[config.mk]
export PLATFORM = sky130hd
export DESIGN_NAME = rns_sequencer
export DESIGN_NICKNAME = d
export VERILOG_FILES = /design/src/inc/rns_pkg.sv /design/src/verilog/rns_sequencer.sv /design/src/verilog/rns_debounce.sv
export SDC_FILE = /design/constraint.sdc
export NUM_CORES = 1
export LEC_CHECK = 0
export ABC_CLOCK_PERIOD_IN_PS = 4100
export BUFFER_PORTS_ARGS = -buffer_cell sky130_fd_sc_hd__buf_2
export CORE_ASPECT_RATIO = 1.2
export CORE_MARGIN = 8
export CORE_UTILIZATION = 40
export CTS_BUF_LIST = sky130_fd_sc_hd__clkbuf_4
export CTS_CLUSTER_DIAMETER = 30
export CTS_CLUSTER_SIZE = 16
export DETAILED_ROUTE_END_ITERATION = 8
export GPL_TIMING_DRIVEN = 0
export PLACE_DENSITY_LB_ADDON = 0.25
export RECOVER_POWER = 100
export REMOVE_ABC_BUFFERS = 1
export SYNTH_ARGS = -nofsm -noshare
export SYNTH_HDL_FRONTEND = slang
export SYNTH_SLANG_ARGS = --single-unit
export TNS_END_PERCENT = 50
[constraint.sdc]
create_clock -name clk -period 4.1 [get_ports clk]
set_input_delay 1.025 -clock clk [delete_from_list [all_inputs] [get_ports clk]]
set_output_delay 1.025 -clock clk [all_outputs]
set_load 0.02 [all_outputs]
[src/inc/rns_pkg.sv]
package rns_pkg;

  // timing base: 25 MHz system clock expressed in kHz so products stay in 32 bits
  localparam int unsigned CLK_KHZ = 25000;
  localparam int unsigned STRETCH_MS = 350;
  localparam int unsigned DEBOUNCE_MS = 10;
  localparam int unsigned STRETCH_CYCLES = STRETCH_MS * CLK_KHZ;
  localparam int unsigned DEBOUNCE_CYCLES = DEBOUNCE_MS * CLK_KHZ;

  // wide enough for 8,750,000 cycles
  localparam int unsigned CNT_W = 24;
  typedef logic [CNT_W-1:0] rns_cnt_t;

  typedef enum logic [2:0] {
    RNS_HOLD = 3'h1,
    RNS_STRETCH = 3'h2,
    RNS_RUN = 3'h4
  } rns_fsm_t;

  typedef struct packed {
    logic cpu_reset_n;
    logic por_start;
    logic manual_start;
    logic kind_por;
  } rns_rstinfo_t;

  typedef struct packed {
    logic sync1;
    logic sync2;
    logic level;
    rns_cnt_t cnt;
  } rns_deb_t;

  typedef struct packed {
    rns_fsm_t fsm;
    rns_cnt_t cnt;
    logic sup_ff1;
    logic sup_ff2;
    logic ext_ff1;
    logic ext_ff2;
    logic sel_ff1;
    logic sel_ff2;
    logic nmi_prev;
    logic edge_sel;
    logic irq;
    rns_rstinfo_t info;
  } rns_state_t;

  // buttons rest released (high), the latch rests high
  localparam rns_deb_t DEB_RESET = '{sync1: 1'b1, sync2: 1'b1, level: 1'b1, cnt: '0};

  // supply counts as bad until seen good; external line rests high through its pull-up
  localparam rns_rstinfo_t INFO_RESET = '{cpu_reset_n: 1'b0, por_start: 1'b0,
                                          manual_start: 1'b0, kind_por: 1'b1};
  localparam rns_state_t STATE_RESET = '{fsm: RNS_HOLD, cnt: '0,
                                         sup_ff1: 1'b0, sup_ff2: 1'b0,
                                         ext_ff1: 1'b1, ext_ff2: 1'b1,
                                         sel_ff1: 1'b0, sel_ff2: 1'b0,
                                         nmi_prev: 1'b1, edge_sel: 1'b0, irq: 1'b0,
                                         info: INFO_RESET};

  function automatic logic cnt_done(input rns_cnt_t cnt, input int unsigned n);
    return cnt == CNT_W'(n - 1);
  endfunction

endpackage

[src/verilog/rns_sequencer.sv]
`timescale 1ns/1ps
// Summary of operation
// - supply out of tolerance keeps the processor reset low indefinitely.
// - after supply recovers, reset stays low another 350 ms.
// - reset button is debounced; its release starts a 350 ms reset.
// - at reset release a high interrupt line selects power-on reset.
// - a low interrupt line at reset release selects manual reset.
// - interrupt is edge triggered; a select bit picks rising or falling.
// - edge select clears to 0; at 0 a falling edge interrupts.
// - interrupt latch rests high, goes low while pressed, ignores bounces.
// - an interrupt edge during reset is dropped, not raised later.
// - a source select routes the latch or an external line.
module rns_sequencer #(
  parameter int unsigned STRETCH_CYCLES = rns_pkg::STRETCH_CYCLES,
  parameter int unsigned DEBOUNCE_CYCLES = rns_pkg::DEBOUNCE_CYCLES
) (
  input wire logic clk,
  input wire logic rstn,
  input wire logic supply_ok,
  input wire logic reset_pushbutton_n,
  input wire logic interrupt_pushbutton_n,
  input wire logic external_nmi,
  input wire logic interrupt_source_select,
  input wire logic nmi_edge_select,
  output rns_pkg::rns_rstinfo_t rst_info,
  output logic nmi_level,
  output logic nmi_irq
);

  rns_pkg::rns_state_t st;
  rns_pkg::rns_state_t next_st;
  logic btn_released;
  logic nmi_latch;
  logic nmi_line;
  logic rise;
  logic fall;
  logic active_edge;
  logic supply_good;
  logic button_up;
  logic stretch_done;

  rns_debounce #(
    .STABLE_CYCLES(DEBOUNCE_CYCLES)
  ) u_reset_btn (
    .clk(clk),
    .rstn(rstn),
    .raw(reset_pushbutton_n),
    .level(btn_released)
  );

  rns_debounce #(
    .STABLE_CYCLES(DEBOUNCE_CYCLES)
  ) u_nmi_btn (
    .clk(clk),
    .rstn(rstn),
    .raw(interrupt_pushbutton_n),
    .level(nmi_latch)
  );

  always_comb begin
    next_st = st;
    next_st.sup_ff1 = supply_ok;
    next_st.sup_ff2 = st.sup_ff1;
    next_st.ext_ff1 = external_nmi;
    next_st.ext_ff2 = st.ext_ff1;
    next_st.sel_ff1 = interrupt_source_select;
    next_st.sel_ff2 = st.sel_ff1;

    // interrupt source select
    // the external path relies on the pad pull-up; unconnected it reads high
    nmi_line = st.sel_ff2 ? st.ext_ff2 : nmi_latch;

    rise = nmi_line & ~st.nmi_prev;
    fall = ~nmi_line & st.nmi_prev;
    active_edge = st.edge_sel ? rise : fall;
    next_st.nmi_prev = nmi_line;

    supply_good = st.sup_ff2;
    button_up = btn_released;
    stretch_done = rns_pkg::cnt_done(st.cnt, STRETCH_CYCLES);
    next_st.info.por_start = 1'b0;
    next_st.info.manual_start = 1'b0;

    case (st.fsm)
      rns_pkg::RNS_HOLD: begin
        // reset held while supply is bad
        next_st.cnt = '0;
        if (supply_good && button_up) begin
          next_st.fsm = rns_pkg::RNS_STRETCH;
        end
      end
      rns_pkg::RNS_STRETCH: begin
        if (!supply_good || !button_up) begin
          next_st.fsm = rns_pkg::RNS_HOLD;
          next_st.cnt = '0;
        end else if (stretch_done) begin
          next_st.fsm = rns_pkg::RNS_RUN;
          next_st.cnt = '0;
          next_st.info.kind_por = nmi_line;
          next_st.info.por_start = nmi_line;
          next_st.info.manual_start = ~nmi_line;
        end else begin
          next_st.cnt = st.cnt + 1'b1;
        end
      end
      rns_pkg::RNS_RUN: begin
        next_st.cnt = '0;
        if (!supply_good || !button_up) begin
          next_st.fsm = rns_pkg::RNS_HOLD;
        end
      end
      default: begin
        next_st.fsm = rns_pkg::RNS_HOLD;
        next_st.cnt = '0;
      end
    endcase

    next_st.info.cpu_reset_n = (next_st.fsm == rns_pkg::RNS_RUN);

    next_st.edge_sel = st.info.cpu_reset_n & nmi_edge_select;

    // no interrupt around reset
    // prev keeps tracking during reset, so an edge seen there is never replayed
    next_st.irq = active_edge && (st.fsm == rns_pkg::RNS_RUN)
                  && (next_st.fsm == rns_pkg::RNS_RUN);
  end

  always_ff @(posedge clk or negedge rstn) begin
    if (!rstn) begin
      st <= rns_pkg::STATE_RESET;
    end else begin
      st <= next_st;
    end
  end

  assign rst_info = st.info;
  assign nmi_level = st.nmi_prev;
  assign nmi_irq = st.irq;
endmodule // rns_sequencer

[src/verilog/rns_debounce.sv]
`timescale 1ns/1ps
module rns_debounce #(
  parameter int unsigned STABLE_CYCLES = rns_pkg::DEBOUNCE_CYCLES
) (
  input wire logic clk,
  input wire logic rstn,
  input wire logic raw,
  output logic level
);

  rns_pkg::rns_deb_t st;
  rns_pkg::rns_deb_t next_st;

  always_comb begin
    next_st = st;
    next_st.sync1 = raw;
    next_st.sync2 = st.sync1;
    // stable-time filter
    // a contact bounce restarts the count, so one press gives exactly one change
    if (st.sync2 == st.level) begin
      next_st.cnt = '0;
    end else if (rns_pkg::cnt_done(st.cnt, STABLE_CYCLES)) begin
      next_st.level = st.sync2;
      next_st.cnt = '0;
    end else begin
      next_st.cnt = st.cnt + 1'b1;
    end
  end

  always_ff @(posedge clk or negedge rstn) begin
    if (!rstn) begin
      st <= rns_pkg::DEB_RESET;
    end else begin
      st <= next_st;
    end
  end

  assign level = st.level;
endmodule // rns_debounce

* Word-level counts from Yosys, hierarchy flattened
Index checks and enable logic that the tools add are counted. W data, S select, Z words.
Cells by class: add/sub/neg operators 3, equal/unequal tests 9, multiplexer cells 15, bitwise operators 8, reduce and logical (&&, ||, !) cells 9
Operators by type and width (count):
- $mux W24 | 5
- $pmux W27 S3 | 1
- $add A24 B1 Y24 const B | 3
- $eq A24 B18 Y1 const B | 2
- $mux W27 | 1
- $eq A24 B24 Y1 const B | 1
- $mux W3 | 6
- $eq A3 B3 Y1 const B | 2
- $not A1 Y1 | 5
- $reduce_and A2 Y1 | 2
- $and A1 B1 Y1 | 3
- $eq A3 B1 Y1 const B | 1
- $eq A3 B2 Y1 const B | 1
- $logic_and A1 B1 Y1 | 3
- $reduce_and A3 Y1 | 1
- $eq A1 B1 Y1 | 2
- $logic_not A1 Y1 | 2
- $mux W1 | 2
- $logic_or A1 B1 Y1 | 1
Word-level totals: bits in registers 94, input bits 8, output and inout port bits 6, word-level logic and storage cells 67

* Depth between registers and ports, before layout
Gate-level depths: netlist (run 1).
word-level depth 6, mapped depth 7, mapped depth without buffers 5

* Cells and area by module
Synthesis (run 1) repeated with hierarchy kept, for this count alone.
Unflattened totals: cells, all modules 435, area total of the unflattened synthesis 4554.4 sq um
By module, submodules not included:
- rns_debounce | times used 2, cells an instance 131, area each 1342.5 sq um, sequential area each 679.4 sq um
- rns_sequencer | times used 1, cells an instance 173, area each 1869.3 sq um, sequential area each 1007.2 sq um

* Worst setup path after synthesis (run 1)
OpenSTA, ideal clock, no wires.
path kind reg-to-reg, start point register u_reset_btn.st[0] (netlist name), end point register u_reset_btn.st[22] (netlist name), library setup time 0.078 ns, arrival time 1.945 ns, data required time 4.022 ns, setup slack 2.077 ns, cell stages (with the launch flop) 7, buffers on the path 1, clock period less this slack 2.023 ns, path through dfrtp_1 -> ha_1 -> nand3_1 -> or4_1 -> clkbuf_1 -> or4_1 -> a21oi_1
RTL lines:
- start, declared | line rns_debounce.sv:11 | rns_pkg::rns_deb_t st;
- start signal, assigned | line rns_debounce.sv:32 | st <= rns_pkg::DEB_RESET;
- start signal, assigned | line rns_debounce.sv:34 | st <= next_st;

==> results.json, run 1 <==
{
  "portBuffers": 13,
  "critical_path_required_ns": 4.38,
  "r2r_end": "st[21]",
  "post_cts_resized": 0,
  "end_kind": "flip-flop",
  "cts_buffers": 9,
  "die_y_um": 132.0,
  "rrSetupSlack_ns": 1.23,
  "fin_nets": 465,
  "path_clk_slew_ns": 0.16,
  "final_antenna_net_count": 0,
  "min_from": "u_nmi_btn.next_st[25]",
  "place_area_um2": 4681,
  "ys_seq_area_frac": 0.5275,
  "gp_congestion": 0.7843,
  "ctsHoldBuffers": 0,
  "synthCells": 446,
  "vias_per_cell": 5.609,
  "finalCriticalPeriod_ns": 2.873,
  "htreeDepth": 3,
  "regArea_um2": 2366,
  "drv_cap": 2,
  "routed-via-count": 3315,
  "tns_ns": 0,
  "hold_path_class": "reg -> reg",
  "start_kind": "flip-flop",
  "crit_chain": "nor4b_1 -> nand3_1 -> o21bai_1 -> nor2_1",
  "period_share": 0.7008,
  "synth_top_area_cell": "dfrtp_1",
  "grt_pass1_vias": 3287,
  "diodes": 0,
  "wl_um": 8542,
  "final_common_cell": "dfrtp_1",
  "synth.top_cell.area_share": 0.4630,
  "finalNonFillerCells": 591,
  "grt_pass1_wl_um": 15110,
  "drc": 0,
  "crit_type": "reg -> reg",
  "cts.sinks": 94,
  "setup_viol": 0,
  "drive_gt1_frac": 0.09804,
  "ys.flop_type": "dfrtp_1",
  "slew_headroom": -0.2946,
  "clock_latency_ns": 0.46,
  "worstHoldPathCells": 0,
  "async_reset_ff_frac": 1.000,
  "rsz0062_at_grt": "no",
  "violations": "max-capacitance violations, max-slew violations",
  "finClkSkew_ns": 0.01275,
  "die_w_um": 112.7,
  "avgSynthCellArea_um2": 10.06,
  "slowest_stage": "o21bai_1",
  "synthTopCellsByArea": "dfrtp_1, dfstp_2, xor2_1",
  "fin_area_um2": 4803,
  "worst-path-max-fanout": 23,
  "grt_use_total": 0.1222,
  "start_util": 0.4084,
  "syn_to_final_growth_pct": 7.085,
  "finalHoldViolCount": 0,
  "firstDrtPassIters": 4,
  "fmax_mhz": 348.0,
  "nFillCells": 1062,
  "status": "complete, but fails checks",
  "reg2reg_depth": 4,
  "antenna_found_initial": 0,
  "drt_iter0_drc": 113,
  "cp.arrival_ns": 3.15,
  "endpoint": "st[21]",
  "syn_area_um2": 4486,
  "multi_input_area_um2": 1993,
  "power_mw": 1.518,
  "synth_edf_count": 0,
  "postCtsSetupBuffers": 0,
  "cp_slowest_stage_delay_ns": 1.33,
  "post-dp-hpwl_um": 5831,
  "irDropWorstVdd_v": 0.0001505,
  "startpoint": "st[17]",
  "powerDensity_nw_per_um2": 315.9,
  "clock-root-buffer": "clkbuf_4",
  "coreArea_um2": 10980,
  "leakage_nw": 1.834,
  "yosysWarnings": 0,
  "die_area_um2": 14870,
  "tritoncts": "done",
  "grt_max_degree": 61,
  "final_cell_mix": "dfrtp_1, nor2_1, a21oi_1",
  "reg2reg_from": "st[17]",
  "clockBufferDepth": 2,
  "gr-total-overflow": 0,
  "synth_seq_cells": 94,
  "fp-row-count": 42,
  "wl_per_cell_um": 14.45,
  "final-max-slew-violation-count": 59,
  "io_pins": 14,
  "utilization": 0.4373,
  "dp_cells": 575,
  "synthDistinctLibCells": 42,
  "tightest_slew_ns": 1.942
}
## cell usage after synthesis, types with 3 or more instances
library cell   n
nand4_1       20
o31ai_1       12
or3_1         16
dfstp_2       11
dfrtp_1       83
inv_1         11
nor3_1        12
nor2_1        45
and2_1         3
nand3_1       26
nor4_1         8
nor4b_1        5
xor2_1        21
buf_4          4
nand2_1       25
o21ai_0       22
xnor2_1       18
or4_1         15
clkbuf_1      11
mux2_2         4
and4_1         9
a21oi_1       29
and3_1         8
ha_1           3
## cell type report
| class | count | share of cell area |
|---|---|---|
| Clock buffer | 9 | 0.01407 |
| Clock inverter | 7 | 0.01693 |
| Inverter | 11 | 0.008596 |
| Multi-Input combinational cell | 323 | 0.4150 |
| Sequential cell | 94 | 0.4926 |
| Tap cell | 132 | 0.03438 |
| Timing Repair Buffer | 15 | 0.01849 |
## layer usage
layer,part of all wire,vias to the layer above,track usage,wire length (um)
met5,0,-,0,0
met4,0.017,0,0.05785,148
met3,0.024,14,0.02796,205
met2,0.50,26,0.2039,4305
met1,0.45,1637,0.1450,3881
li1,-,1638,-,-
## through the flow
| step | hold WS [ns] | setup WS [ns] |
|---|---|---|
| 5_1_grt | 0.3715 | 0.8193 |
| 3_3_place_gp | 0.3357 | 0.8598 |
| 6_report | 0.3645 | 1.227 |
| 2_1_floorplan | 0.3312 | 1.756 |
| 3_5_place_dp | 0.3418 | 1.783 |
| 4_1_cts | 0.3683 | 1.761 |
## state kept, by name (all words and copies together) (netlist names)
name and flops:
u_nmi_btn.next_st 1, rst_info 4, u_reset_btn.st 25, st 30
u_reset_btn.next_st 1, supply_good 1, u_nmi_btn.level 1, next_st 3
nmi_level 1, u_reset_btn.level 1, nmi_irq 1, u_nmi_btn.st 25
## how the worst min path moves through the flow
stage	to
3_5_place_dp	st[7]
5_1_grt	u_reset_btn.st[25]
2_1_floorplan	st[7]
4_1_cts	st[9]
3_3_place_gp	st[7]
6_report	u_nmi_btn.st[25]
## cell families after synthesis
group | share of synthesized area
AO/OA/AOI/OAI | 0.08787
XOR/XNOR | 0.07615
adder cells (fa/ha/maj) | 0.008369
buffers and inverters | 0.03040
flip-flops | 0.5275
multiplexers | 0.01227
AND/OR/NAND/NOR | 0.2575
## power by group
part	internal (mW)	leakage [nW]	switching [mW]
logic	0.0129	0.497	0.0327
registers	0.940	1.26	0.00737
clock network	0.194	0.0775	0.330
## critical path, delay by kind of cell, from the launching register on
kind	cells	cell delay [ns]
flops	1	0.49
compound gates	1	1.33
simple gates	3	0.87
Note: power is estimated with default switching activity, not from simulation.
==> run 2: changes to the inputs <==
Settings changed: ABC_CLOCK_PERIOD_IN_PS 4100 to 2900.
Clock period 4.1 ns to 2.9 ns, I/O delays scaled along.
==> run 2 against run 1 <==
  * The run still ends with max-capacitance violations, max-slew violations left
  * Hold slack got worse by 0.024 ns
  * Clock skew increased by 0.00062 ns
  * Sequential power increased by 41%
  * Sequential share of layout area decreased by 0.12 points
  * Clock-buffer cell count unchanged
  * Final area increased by 0.23%
  * Largest cell class unchanged
  * Largest power group unchanged
==> results.json, run 2 (synthesis results as in run 1) <==
{
  "status": "complete, but fails checks",
  "violations": "max-capacitance violations, max-slew violations",
  "fp-row-count": 42,
  "clock-root-buffer": "clkbuf_4",
  "largest_reg_flops": 30,
  "powerDensity_nw_per_um2": 446.1,
  "crit_buf_inv": 1,
  "routed-via-count": 3316,
  "gr-total-overflow": 0,
  "seqPwrFrac": 0.624,
  "dp_cells": 575,
  "clockBufferDepth": 2,
  "crit_type": "reg -> reg",
  "switching_power_mw": 0.5244,
  "drv_cap": 1,
  "crit_chain": "nand4_1 -> or2_0 -> o41ai_4 -> buf_6 -> nor2_1",
  "tightest_slew_ns": 1.954,
  "critical_path_required_ns": 3.26,
  "die_y_um": 132.0,
  "io_pins": 14,
  "grt_use_total": 0.1222,
  "p_clk_frac": 0.346,
  "final-max-slew-violation-count": 35,
  "die_w_um": 112.7,
  "finalCriticalPeriod_ns": 2.358,
  "p_int_mw": 1.624,
  "period_share": 0.8130,
  "finalHoldViolCount": 0,
  "reg_top3": "st x30, u_nmi_btn.st x25, u_reset_btn.st x25",
  "path_clk_slew_ns": 0.15,
  "nFillCells": 1058,
  "diodes": 0,
  "end_kind": "flip-flop",
  "fin_nets": 465,
  "syn_to_final_growth_pct": 7.336,
  "utilization": 0.4384,
  "htreeDepth": 3,
  "hold_path_class": "in -> reg",
  "rsz0062_at_grt": "no",
  "combPwrFrac": 0.031,
  "top_register": "st",
  "slowest_stage": "o41ai_4",
  "drc": 0,
  "ctsHoldBuffers": 0,
  "startpoint": "u_nmi_btn.st[14]",
  "grt_max_degree": 61,
  "gp_congestion": 0.7843,
  "reg2reg_from": "u_nmi_btn.st[14]",
  "whs_ns": 0.3404,
  "worst-path-max-fanout": 14,
  "cp.arrival_ns": 2.71,
  "grt_pass1_wl_um": 15110,
  "start_kind": "flip-flop",
  "final_cell_mix": "dfrtp_1, nor2_1, a21oi_1",
  "finalNonFillerCells": 591,
  "postCtsSetupBuffers": 0,
  "grt_pass1_vias": 3287,
  "wl_per_cell_um": 14.44,
  "irDropWorstVdd_v": 0.0002128,
  "antenna_found_initial": 0,
  "setup_ws_ns": 0.5424,
  "final_antenna_net_count": 0,
  "post_cts_resized": 0,
  "cp_slowest_stage_delay_ns": 0.88,
  "leakage_nw": 1.839,
  "firstDrtPassIters": 4,
  "slew_headroom": -0.3026,
  "wl_um": 8533,
  "finClkSkew_ns": 0.01337,
  "post-place-ws_ns": 0.5827,
  "fmax_mhz": 424.2,
  "die_area_um2": 14870,
  "drt_iter0_drc": 113,
  "portBuffers": 13,
  "critPathTopFamily": "compound AO/OA/AOI/OAI gates",
  "vias_per_cell": 5.611,
  "clock_latency_ns": 0.46,
  "drive_gt1_frac": 0.1024,
  "switching_share": 0.2441,
  "start_util": 0.4084,
  "min_from": "external_nmi",
  "tritoncts": "done",
  "cts_buffers": 9,
  "setup_viol": 0,
  "post-dp-hpwl_um": 5831,
  "cts.sinks": 94,
  "coreArea_um2": 10980,
  "final_common_cell": "dfrtp_1"
}
-- run 2: cell types whose count changed in the layout (fill, tap and decap cells not counted), sizes merged --
cell,previous run,this run
buf,8,9
clkbuf,16,15
-- run 2: final cells by class --
type | instances | area, um2 | share of cell area
clock inverter | 7 | 81.33 | 0.01689
inverter | 11 | 41.29 | 0.008576
tap | 132 | 165.2 | 0.03430
clock buffer | 9 | 67.56 | 0.01403
sequential | 94 | 2366 | 0.4914
timing repair buffer | 15 | 96.34 | 0.02001
multi-input combinational | 323 | 1997 | 0.4148
-- run 2: worst paths after layout --
kind,endpoint,slack [ns],depth (start not counted)
worst max-delay path,u_nmi_btn.st[4],0.54,5
worst min register to register,u_nmi_btn.st[25],0.36,0
worst max register to register,u_nmi_btn.st[4],0.54,5
worst min-delay path,next_st[9],0.34,1
max in group asynchronous,u_reset_btn.st[9],0.98,1
min in group asynchronous,st[13],0.78,1
-- run 2: metrics by stage --
step	cell area (um2)	total power, mW	TNS [ns]
floorplan	4390	1.386	0
global placement	4621	1.426	-8.593
detailed placement	4681	1.434	0
CTS	4830	2.192	0
global route	4815	2.249	0
finish	4815	2.148	0
-- run 2: metal layers --
layer,global-route usage,part of all wire,up-vias
li1,-,-,1639
met1,0.1450,0.45,1639
met2,0.2039,0.50,25
met3,0.02796,0.023,13
met4,0.05785,0.017,0
met5,0,0,-
-- run 2: power groups by stage --
| stage | registers [mW] | logic, mW | clock network (mW) |
|---|---|---|---|
| floorplan | 1.36 | 0.0230 | 0 |
| global placement | 1.36 | 0.0616 | 0 |
| detailed placement | 1.36 | 0.0699 | 0 |
| CTS | 1.34 | 0.0701 | 0.781 |
| global route | 1.34 | 0.0778 | 0.828 |
| finish | 1.34 | 0.0656 | 0.742 |
==> run 3: changes to the inputs <==
Settings changed: ABC_AREA set to 1, ABC_CLOCK_PERIOD_IN_PS 2900 to 2200.
Clock period 2.9 ns to 2.2 ns, I/O delays scaled along.
==> run 3 against run 2 <==
  * The flow now finishes without violations
  * Sequential cell count did not move
  * Final area rose by 14%
  * Final cell count rose by 52%
  * Maximum frequency rose by 26%
  * Total power rose by 33%
  * Synthesized cell count rose by 60%
  * Clock-buffer cell count did not move
  * Die area rose by 13%
  * Non-clock buffer count fell by 1
  * Clock skew rose by 0.015 ns
  * Critical endpoint is now st[33]
  * Highest routed layer unchanged
==> results.json, run 3 <==
{
  "die_y_um": 140.7,
  "clock_latency_ns": 0.46,
  "ys_seq_area_frac": 0.4568,
  "die_area_um2": 16860,
  "avgSynthCellArea_um2": 7.275,
  "switching_share": 0.2526,
  "critical_path_required_ns": 2.61,
  "setup_viol": 0,
  "startpoint": "st[13]",
  "drt_iter0_drc": 200,
  "grt_max_degree": 62,
  "fin_nets": 741,
  "io_pins": 14,
  "crit_buf_inv": 2,
  "top_register": "st",
  "path_clk_slew_ns": 0.16,
  "status": "complete, no violations",
  "ys.flop_type": "dfrtp_1",
  "die_w_um": 119.9,
  "cts.sinks": 94,
  "final_common_cell": "nand2_1",
  "switching_power_mw": 0.7217,
  "coreArea_um2": 12670,
  "tritoncts": "done",
  "grt_use_total": 0.1364,
  "syn_to_final_growth_pct": 6.087,
  "diodes": 0,
  "synth.top_cell.area_share": 0.4010,
  "combPwrFrac": 0.031,
  "postCtsSetupBuffers": 0,
  "synth_top_area_cell": "dfrtp_1",
  "synth_seq_cells": 94,
  "p_int_mw": 2.135,
  "fp-row-count": 45,
  "tightest_slew_ns": 0.8259,
  "cp_common_cell": "nand2_1",
  "cts_buffers": 9,
  "finalNonFillerCells": 899,
  "final-max-slew-violation-count": 0,
  "htreeDepth": 3,
  "antenna_found_initial": 0,
  "synth.most_common_cell": "nand2_1",
  "syn_area_um2": 5180,
  "synthDistinctLibCells": 30,
  "period_share": 0.8517,
  "grt_pass1_wl_um": 19030,
  "slew_headroom": 0.4494,
  "finClkSkew_ns": 0.02871,
  "finalHoldViolCount": 0,
  "reg_top3": "st x30, u_nmi_btn.st x25, u_reset_btn.st x25",
  "wl_um": 10850,
  "synthTopCellsByArea": "dfrtp_1, nand2_1, nor2_1",
  "start_util": 0.4089,
  "largest_reg_flops": 30,
  "power_mw": 2.857,
  "drv_cap": 0,
  "nFillCells": 1348,
  "cp_slowest_stage_delay_ns": 0.45,
  "critPathTopFamily": "simple AND/OR/NAND/NOR gates",
  "post-dp-hpwl_um": 8253,
  "gr-total-overflow": 0,
  "seqPwrFrac": 0.618,
  "slowest_stage": "dfrtp_1",
  "final_antenna_net_count": 0,
  "crit_chain": "ha_1 -> nand2_1 -> inv_1 -> nand2_1 -> nor2_1 -> nand3_1 -> nand2_2 -> inv_1 -> nand2_1 -> nor2_1",
  "fmax_mhz": 533.7,
  "grt_pass1_vias": 4274,
  "firstDrtPassIters": 4,
  "irDropWorstVdd_v": 0.0003914,
  "wl_per_cell_um": 12.06,
  "start_kind": "flip-flop",
  "ctsHoldBuffers": 0,
  "clock-root-buffer": "clkbuf_4",
  "drc": 0,
  "powerDensity_nw_per_um2": 519.9,
  "post_cts_resized": 0,
  "dp_cells": 883,
  "vias_per_cell": 4.815,
  "p_clk_frac": 0.351,
  "gp_congestion": 0.8948,
  "crit_type": "reg -> reg",
  "portBuffers": 13,
  "leakage_nw": 2.460,
  "synth_edf_count": 0,
  "netlist_top_cells_count": "nand2_1, nor2_1, dfrtp_1",
  "rsz0062_at_grt": "no",
  "worst-path-max-fanout": 14,
  "end_kind": "flip-flop",
  "clockBufferDepth": 2,
  "yosysWarnings": 0,
  "finalCriticalPeriod_ns": 1.874,
  "drive_gt1_frac": 0.07755,
  "routed-via-count": 4329,
  "hold_path_class": "in -> async",
  "async_reset_ff_frac": 1.000,
  "synthCells": 712,
  "final_cell_mix": "nand2_1, nor2_1, dfrtp_1",
  "cp.arrival_ns": 2.28,
  "reg2reg_from": "st[13]"
}
==> run 3: cell types whose count changed after synthesis, moves of 9 or more <==
| cell | delta |
|---|---|
| nand2_1 | +165 |
| nor2_1 | +137 |
| inv_1 | +66 |
| a21oi_1 | -20 |
| nand3_1 | +20 |
| o21ai_0 | -16 |
| or3_1 | -16 |
| or4_1 | -15 |
| o31ai_1 | -12 |
| nor2_2 | +11 |
| clkbuf_1 | -10 |
| and4_1 | -9 |
==> run 3: kinds of logic after synthesis <==
| kind of cell | after synthesis | share of synthesized area |
|---|---|---|
| simple gates | 475 | 0.3964 |
| xor+xnor | 27 | 0.04565 |
| fa+ha+maj | 3 | 0.007247 |
| buf+inv | 90 | 0.06908 |
| flops | 94 | 0.4568 |
| compound gates | 23 | 0.02488 |
==> run 3: per-layer routing <==
metal,global-route usage,share of wire,vias up
met5,0,0,-
met4,0.05138,0.020,0
met3,0.02837,0.030,20
met2,0.2392,0.51,55
met1,0.1596,0.44,2027
li1,-,-,2227
==> run 3: final timing paths <==
| kind | slack (ns) | to | cells after the start |
|---|---|---|---|
| setup / recovery | 0.33 | st[33] | 10 |
| hold / removal | 0.15 | u_reset_btn.st[21] | 1 |
| setup reg to reg | 0.33 | st[33] | 10 |
| hold reg to reg | 0.37 | st[9] | 0 |
| max in group asynchronous | 0.67 | st[29] | 2 |
| min in group clk | 0.16 | u_nmi_btn.next_st[25] | 1 |
==> run 3: layout make-up <==
class / count / area (um2) / share of cell area
inverter: 83 / 311.5 / 0.05669
tap: 164 / 205.2 / 0.03734
multi-input combinational: 528 / 2397 / 0.4362
timing repair buffer: 14 / 67.56 / 0.01230
clock inverter: 7 / 80.08 / 0.01457
clock buffer: 9 / 67.56 / 0.01230
sequential: 94 / 2366 / 0.4306
==> run 3: stage by stage <==
stage	TNS (ns)	hold slack (ns)	instance area, um2	utilization	setup slack, ns
final	0	0.1491	5495	0.4338	0.3263
after global routing	0	0.1002	5495	0.4338	0.1350
after CTS	0	0.002300	5582	0.4406	0.3598
after detailed placement	0	0.3364	5434	0.4289	0.3702
after global placement	-27.78	0.3331	5404	0.4266	-0.3435
after floorplan	0	0.2544	5134	-	0.7113
==> run 3: power by group through the flow <==
stage,Sequential (mW),Clock [mW],Combinational (mW)
final,1.77,1.00,0.0891
after global routing,1.77,1.12,0.107
after CTS,1.77,1.05,0.103
after detailed placement,1.80,0,0.103
after global placement,1.80,0,0.0934
after floorplan,1.80,0,0.0396
